### src/rvr_regs.svh
// constants for the reference value readout command interpreter
// assumes a byte stream from a framing layer on the same clock
// Function
// command 0x08 is read only; answers read of length 16, no write form
// each value is unsigned 32-bit, 16 integer and 16 fraction bits
// each value sent fraction low, fraction high, integer low, integer high
// bytes one to four carry the left gain value
// bytes five to eight carry the right gain value
// bytes nine to twelve left offset, thirteen to sixteen right offset
// request has read flag one; reply echoes code, flag zero, 16 bytes
`ifndef RVR_REGS_SVH
`define RVR_REGS_SVH
`define RVR_CMD_CODE 8'h08
`define RVR_FLAG_READ 1'b1
`define RVR_FLAG_REPLY 1'b0
`define RVR_DATA_LEN 8'h10
`define RVR_FLAG_BIT 3'h0
`define RVR_FIRST_DATA_POS 5'h03
`define RVR_LAST_POS 5'h12
`endif

### src/rvr_pkg.sv
// types for the reference value readout block
// assumes nothing beyond the constants header
package rvr_pkg;
  typedef enum logic [4:0] {
    RVR_IDLE = 5'b00001,
    RVR_FLAG = 5'b00010,
    RVR_LEN  = 5'b00100,
    RVR_HDR  = 5'b01000,
    RVR_DATA = 5'b10000
  } rvr_state_t;
endpackage

### src/rvr_readout.sv
// reference value readout: parses request bytes, streams the reply
// assumes request and reply bytes are framed by a link layer on core_clk_i
`include "rvr_regs.svh"
module rvr_readout (
  // clock and reset
  input wire logic core_clk_i,
  input wire logic rst_n_i,
  // calibration values, unsigned 16.16, held stable by the owner
  input wire logic [31:0] left_gain_i,
  input wire logic [31:0] right_gain_i,
  input wire logic [31:0] left_offset_i,
  input wire logic [31:0] right_offset_i,
  // request byte stream
  input wire logic rx_valid_i,
  input wire logic [7:0] rx_byte_i,
  // reply byte stream
  input wire logic tx_ready_i,
  output logic tx_valid_o,
  output logic [7:0] tx_byte_o,
  output logic busy_o
);
  // parser and reply sequencer share one one-hot state register
  rvr_pkg::rvr_state_t state_ff;
  rvr_pkg::rvr_state_t nxt_state;
  logic match_ff;
  logic nxt_match;
  // values frozen at accept, left gain in the low word
  logic [127:0] snap_ff;
  logic [127:0] nxt_snap;
  // reply byte now shown, header counted: 18 is the last data byte
  logic [4:0] pos_ff;
  logic [4:0] nxt_pos;
  logic tx_valid_ff;
  logic nxt_tx_valid;
  logic [7:0] tx_byte_ff;
  logic [7:0] nxt_tx_byte;
  logic busy_ff;
  logic nxt_busy;

  // decoded request bytes and reply handshake
  logic code_hit;
  logic flag_read;
  logic len_hit;
  logic accept;
  logic in_reply;
  logic take;
  logic last_take;
  logic [4:0] pos_inc;
  logic [7:0] pick_byte;
  logic [7:0] lane [16];

  // lane 0 is the low fraction byte of left gain
  for (genvar g = 0; g < 16; g++) begin : g_lane
    assign lane[g] = snap_ff[8 * g +: 8];
  end

  // request byte decode, one byte per rx_valid_i
  assign code_hit = (rx_byte_i == `RVR_CMD_CODE);
  assign flag_read = (rx_byte_i[`RVR_FLAG_BIT] == `RVR_FLAG_READ);
  // other length values are refused, never truncated
  assign len_hit = (rx_byte_i == `RVR_DATA_LEN);
  assign accept = (state_ff == rvr_pkg::RVR_LEN) && rx_valid_i &&
                  match_ff && len_hit;
  assign in_reply = (state_ff == rvr_pkg::RVR_HDR) ||
                    (state_ff == rvr_pkg::RVR_DATA);
  assign take = tx_valid_ff && tx_ready_i && in_reply;
  assign last_take = take && (pos_ff == `RVR_LAST_POS);
  assign pos_inc = pos_ff + 5'h01;

  // one byte of lookahead, so the next byte is ready when one is taken
  always_comb begin
    pick_byte = 8'h00;
    case (pos_inc)
      5'h01: pick_byte = {7'h00, `RVR_FLAG_REPLY};
      5'h02: pick_byte = `RVR_DATA_LEN;
      // left gain, right gain, left offset, right offset, low byte first
      5'h03: pick_byte = lane[0];
      5'h04: pick_byte = lane[1];
      5'h05: pick_byte = lane[2];
      5'h06: pick_byte = lane[3];
      5'h07: pick_byte = lane[4];
      5'h08: pick_byte = lane[5];
      5'h09: pick_byte = lane[6];
      5'h0A: pick_byte = lane[7];
      5'h0B: pick_byte = lane[8];
      5'h0C: pick_byte = lane[9];
      5'h0D: pick_byte = lane[10];
      5'h0E: pick_byte = lane[11];
      5'h0F: pick_byte = lane[12];
      5'h10: pick_byte = lane[13];
      5'h11: pick_byte = lane[14];
      5'h12: pick_byte = lane[15];
      default: begin
        pick_byte = 8'h00;
      end
    endcase
  end

  // request parser and reply phase
  always_comb begin
    nxt_state = state_ff;
    nxt_match = match_ff;
    case (state_ff)
      rvr_pkg::RVR_IDLE: begin
        if (rx_valid_i) begin
          nxt_match = code_hit;
          nxt_state = rvr_pkg::RVR_FLAG;
        end
      end
      rvr_pkg::RVR_FLAG: begin
        if (rx_valid_i) begin
          // write form is dropped silently
          nxt_match = match_ff && flag_read;
          nxt_state = rvr_pkg::RVR_LEN;
        end
      end
      rvr_pkg::RVR_LEN: begin
        if (accept) begin
          nxt_state = rvr_pkg::RVR_HDR;
        end else if (rx_valid_i) begin
          // three bytes consumed, no reply and no error flag
          nxt_state = rvr_pkg::RVR_IDLE;
        end
      end
      rvr_pkg::RVR_HDR: begin
        // request bytes during a reply are ignored, not buffered
        if (take && pos_inc == `RVR_FIRST_DATA_POS) begin
          nxt_state = rvr_pkg::RVR_DATA;
        end
      end
      rvr_pkg::RVR_DATA: begin
        if (last_take) begin
          nxt_state = rvr_pkg::RVR_IDLE;
        end
      end
      default: begin
        // illegal code from an upset: back to idle, reply dropped
        nxt_state = rvr_pkg::RVR_IDLE;
        nxt_match = 1'b0;
      end
    endcase
  end

  always_ff @(posedge core_clk_i or negedge rst_n_i) begin
    if (!rst_n_i) begin
      state_ff <= rvr_pkg::RVR_IDLE;
      match_ff <= 1'b0;
    end else begin
      state_ff <= nxt_state;
      match_ff <= nxt_match;
    end
  end

  // snapshot so a value cannot tear mid reply
  always_comb begin
    nxt_snap = snap_ff;
    if (accept) begin
      nxt_snap = {right_offset_i, left_offset_i,
                  right_gain_i, left_gain_i};
    end
  end

  always_ff @(posedge core_clk_i or negedge rst_n_i) begin
    if (!rst_n_i) begin
      snap_ff <= 128'h0;
    end else begin
      snap_ff <= nxt_snap;
    end
  end

  // reply byte, valid and position
  always_comb begin
    nxt_pos = pos_ff;
    nxt_tx_valid = tx_valid_ff;
    nxt_tx_byte = tx_byte_ff;
    if (accept) begin
      // header leads with the echoed code
      nxt_pos = 5'h00;
      nxt_tx_valid = 1'b1;
      nxt_tx_byte = `RVR_CMD_CODE;
    end else if (!in_reply) begin
      // valid cannot hang outside a reply
      nxt_tx_valid = 1'b0;
    end else if (last_take) begin
      // byte stays on the lines, valid alone drops
      nxt_tx_valid = 1'b0;
    end else if (take) begin
      nxt_pos = pos_inc;
      nxt_tx_byte = pick_byte;
    end
  end

  always_ff @(posedge core_clk_i or negedge rst_n_i) begin
    if (!rst_n_i) begin
      pos_ff <= 5'h00;
      tx_valid_ff <= 1'b0;
      tx_byte_ff <= 8'h00;
    end else begin
      pos_ff <= nxt_pos;
      tx_valid_ff <= nxt_tx_valid;
      tx_byte_ff <= nxt_tx_byte;
    end
  end

  // busy leads from the next state so it rises with valid
  always_comb begin
    nxt_busy = (nxt_state == rvr_pkg::RVR_HDR) ||
               (nxt_state == rvr_pkg::RVR_DATA);
  end

  always_ff @(posedge core_clk_i or negedge rst_n_i) begin
    if (!rst_n_i) begin
      busy_ff <= 1'b0;
    end else begin
      busy_ff <= nxt_busy;
    end
  end

  // outputs straight from their registers
  assign tx_valid_o = tx_valid_ff;
  assign tx_byte_o = tx_byte_ff;
  assign busy_o = busy_ff;
endmodule

### config.mk
export PLATFORM = sky130hd
export DESIGN_NAME = rvr_readout
export DESIGN_NICKNAME = d
export VERILOG_FILES = /design/src/rvr_pkg.sv /design/src/rvr_readout.sv
export VERILOG_INCLUDE_DIRS = /design/src
export SDC_FILE = /design/constraint.sdc
export NUM_CORES = 1
export LEC_CHECK = 0
export BUFFER_PORTS_ARGS = -buffer_cell sky130_fd_sc_hd__buf_2
export CAP_MARGIN = 0
export CORE_MARGIN = 4
export CORE_UTILIZATION = 35
export DETAILED_ROUTE_END_ITERATION = 16
export SLEW_MARGIN = 40
export SYNTH_ARGS = -nofsm -noshare
export SYNTH_HDL_FRONTEND = slang
export SYNTH_SLANG_ARGS = --single-unit
export TNS_END_PERCENT = 5
### constraint.sdc
create_clock -name core_clk_i -period 6.5 [get_ports core_clk_i]
set_clock_uncertainty 0.15 [all_clocks]
set_input_delay 0.975 -clock core_clk_i [delete_from_list [all_inputs] [get_ports core_clk_i]]
set_output_delay 0.975 -clock core_clk_i [all_outputs]
set_load 0.1 [all_outputs]
==> flow_summary.json <==
{
  "outcome": "completed",
  "grt-ovfl-total": 0,
  "cellPowerDensity_mw_per_mm2": 219.8,
  "num_antenna_cells": 0,
  "grt_first_pass_wirelength_mm": 36.23,
  "yosys_warnings": 0,
  "dieWidth_um": 155.9,
  "path_max_fanout": 40,
  "cp_slowest_cell": "a2111oi_0",
  "syn-num-nets": 1077,
  "fin_util_pct": 42.95,
  "clock-sinks": 149,
  "worst_pin_slew_ns": 0.7794,
  "gp_congestion": 0.8697,
  "hold_viol_final": 0,
  "die_h_um": 155.9,
  "synth_ff_type": "dfrtp_1",
  "p_comb_share_pct": 5.6,
  "async_reset_ff_share_pct": 100.0,
  "start_kind": "register",
  "cts_tree": "built",
  "synth_cells": 932,
  "clock_path_buffers": 2,
  "critical_path_arrival_ns": 3.79,
  "drt_pass1_iterations": 5,
  "synthTopCellsByArea": "dfrtp_1 (48%), nand2_1 (20%), nand3_1 (2.7%), buf_2 (1.8%), clkbuf_1 (1.7%)",
  "ys_seq_elements": 149,
  "num_io_pins": 150,
  "yosysSeqAreaShare_pct": 48.73,
  "synth_area_sq_mm": 0.007655,
  "synth_top_area_cell": "dfrtp_1",
  "yosysUniqueCellTypes": 70,
  "finalSetupTns_ns": 0,
  "drtAntennaViolNets": 0,
  "drc": 0,
  "yosys.area.top_type_share_pct": 48.38,
  "grt_antenna_before_repair": 0,
  "crit_type": "reg2reg",
  "clock_latency_ns": 0.43,
  "slowest_delay_ns": 0.68,
  "start_util_pct": 35.96,
  "finalCriticalPeriod_ns": 3.671,
  "nets": 1190,
  "setup_viol": 0,
  "portBuffers": 149,
  "path_buf_inv": 1,
  "track_usage_pct": 18.78,
  "num_rows": 53,
  "timing.final.crit_share_pct": 56.47,
  "cts_setup_buffers": 0,
  "crit_required_ns": 6.62,
  "cts.clk_slew.worst_paths_ns": 0.06,
  "max_freq_mhz": 272.4,
  "maxSlewHeadroom_pct": 48.04,
  "wl_per_cell_um": 17.21,
  "drv_slew": 0,
  "synth-edff-count": 0,
  "p_seq_share_pct": 47.6,
  "die-area_sq_mm": 0.02430,
  "layout_setup_ws_ns": 2.829,
  "h-tree-depth": 4,
  "crit_top_cell": "a21oi_1",
  "cap_violations": 0,
  "cp-end-kind": "register",
  "crit_chain": "ha_1 > nand3_1 > xor2_2 > buf_4 > a2111oi_0 > a41oi_1 > a21oi_1 > a21oi_1",
  "place_ws_ns": 2.613,
  "via_per_inst": 5.213,
  "intPower_uw": 1535,
  "multi_input_area_sq_mm": 0.003608,
  "p_switching_uw": 474.8,
  "cts.repair.resized": 0,
  "core_sq_mm": 0.02129,
  "dp_hpwl_mm": 15.85,
  "rsz0062_at_grt": "no",
  "ff_latch_area_sq_mm": 0.003730,
  "critPathTopFamily": "compound AO/OA/AOI/OAI gates",
  "ir_worst_vdd_v": 0.0001754,
  "cts_buffers": 17,
  "area_growth_pct": 19.43,
  "clockRootBuffer": "clkbuf_16",
  "drt_iter0_drc": 673,
  "drive_gt1_share_pct": 19.58,
  "fill_cells": 2185,
  "p_leak_uw": 0.004628,
  "avgSynthCellArea_sq_um": 8.213,
  "grt_max_degree": 91,
  "grt_pass1_vias": 6717,
  "postRouteWirelength_mm": 22.93,
  "cts-hold-fix-buffers": 0,
  "swShare_pct": 23.63,
  "hp-class": "reg2reg",
  "via_count": 6944,
  "pwr-share-clk_pct": 46.8
}
[state kept, by name, indices dropped and copies added (netlist names)]
signal,cells
busy_o,1
match_ff,1
pos_ff,5
snap_ff,128
state_ff,5
tx_byte_o,8
tx_valid_o,1
[metrics by stage]
step	total power (uW)	hold WS (ns)	std cells	cell area, sq um
6_report	2010	0.3161	1332	9143
5_1_grt	2090	0.3366	1332	9143
4_1_cts	2028	0.3198	1331	9116
3_5_place_dp	1085	0.3062	1300	8558
3_3_place_gp	1087	0.2997	1300	8554
2_1_floorplan	1012	0.2806	932	7655
[placed cells by master (no fill, tap or decap), types with 6 or more instances in the layout]
cell type and instances:
clkbuf_16 17, o22ai_1 9, inv_1 10, nor3_1 14, nand3_1 41, a222oi_1 10
nand2_1 416, a22oi_1 12, a2111oi_0 6, nor2_1 22, a21oi_1 20, dfrtp_1 148
a31oi_1 11, buf_2 148, o21ai_0 21, nor2b_1 6, a221oi_1 13, buf_4 9
[layer usage]
| layer | global-route usage [%] | vias to the layer above | share of wire, % |
|---|---|---|---|
| met4 | 5.586 | 0 | 1.9 |
| met1 | 26.93 | 3292 | 45 |
| met2 | 28.80 | 226 | 47 |
| met3 | 3.828 | 27 | 6.2 |
| met5 | 0 | - | 0 |
| li1 | - | 3399 | - |
[logic make-up after synthesis]
| group | count (synthesis) | synth area share (%) |
|---|---|---|
| simple gates | 540 | 29.62 |
| compound gates | 149 | 14.60 |
| flops | 149 | 48.73 |
| buf+inv | 77 | 4.380 |
| mux | 8 | 1.406 |
| fa+ha+maj | 5 | 0.8173 |
| xor+xnor | 4 | 0.4577 |
[tightest hold or removal path, delay by kind of cell, from the launching register on]
family / cells / cell delay (ns)
and+or+nand+nor: 2 / 0.09
DFF: 1 / 0.34
[cell type report]
| cell class | count | area share (%) |
|---|---|---|
| flip-flops and latches | 149 | 40.80 |
| multi-input cells | 706 | 39.47 |
| repair buffers | 161 | 9.457 |
| clock buffers | 20 | 4.995 |
| well taps | 275 | 3.764 |
| clock inverters | 11 | 1.109 |
| inverters | 10 | 0.4106 |
[cells in the mapped netlist (4+ instances only)]
cell	number
a222oi_1	10
and2_1	5
nor2_1	22
a21oi_1	20
a2111oi_0	6
nand3_1	41
a221oi_1	13
o21ai_0	21
o31ai_1	5
inv_1	10
a211oi_1	4
dfrtp_1	148
nor4_1	4
o22ai_1	9
o21a_1	4
a22oi_1	12
nand2_1	416
buf_2	28
ha_1	5
clkbuf_1	34
a31oi_1	11
nor2b_1	6
mux2i_1	4
nor3b_1	4
nand2b_1	5
a41oi_1	5
nor3_1	14
[worst paths after layout]
path / start / endpoint / slack [ns] / depth (start not counted)
worst max-delay path: pos_ff[0] / tx_byte_o[4] / 2.83 / 8
worst max register to register: pos_ff[0] / tx_byte_o[4] / 2.83 / 8
worst min register to register: snap_ff[108] / snap_ff[108] / 0.32 / 2
max in group asynchronous: rst_n_i / snap_ff[12] / 4.69 / 2
min in group asynchronous: rst_n_i / snap_ff[78] / 0.45 / 1
worst min-delay path: snap_ff[108] / snap_ff[108] / 0.32 / 2
[power by group through the flow]
stage | clock, uW | combinational (uW) | sequential, uW
detailed placement | 0 | 113 | 972
global placement | 0 | 114 | 973
global route | 1010 | 127 | 958
finish | 941 | 112 | 956
CTS | 959 | 114 | 955
floorplan | 0 | 56.2 | 956
No activity file was read; power rests on OpenSTA's default activity.
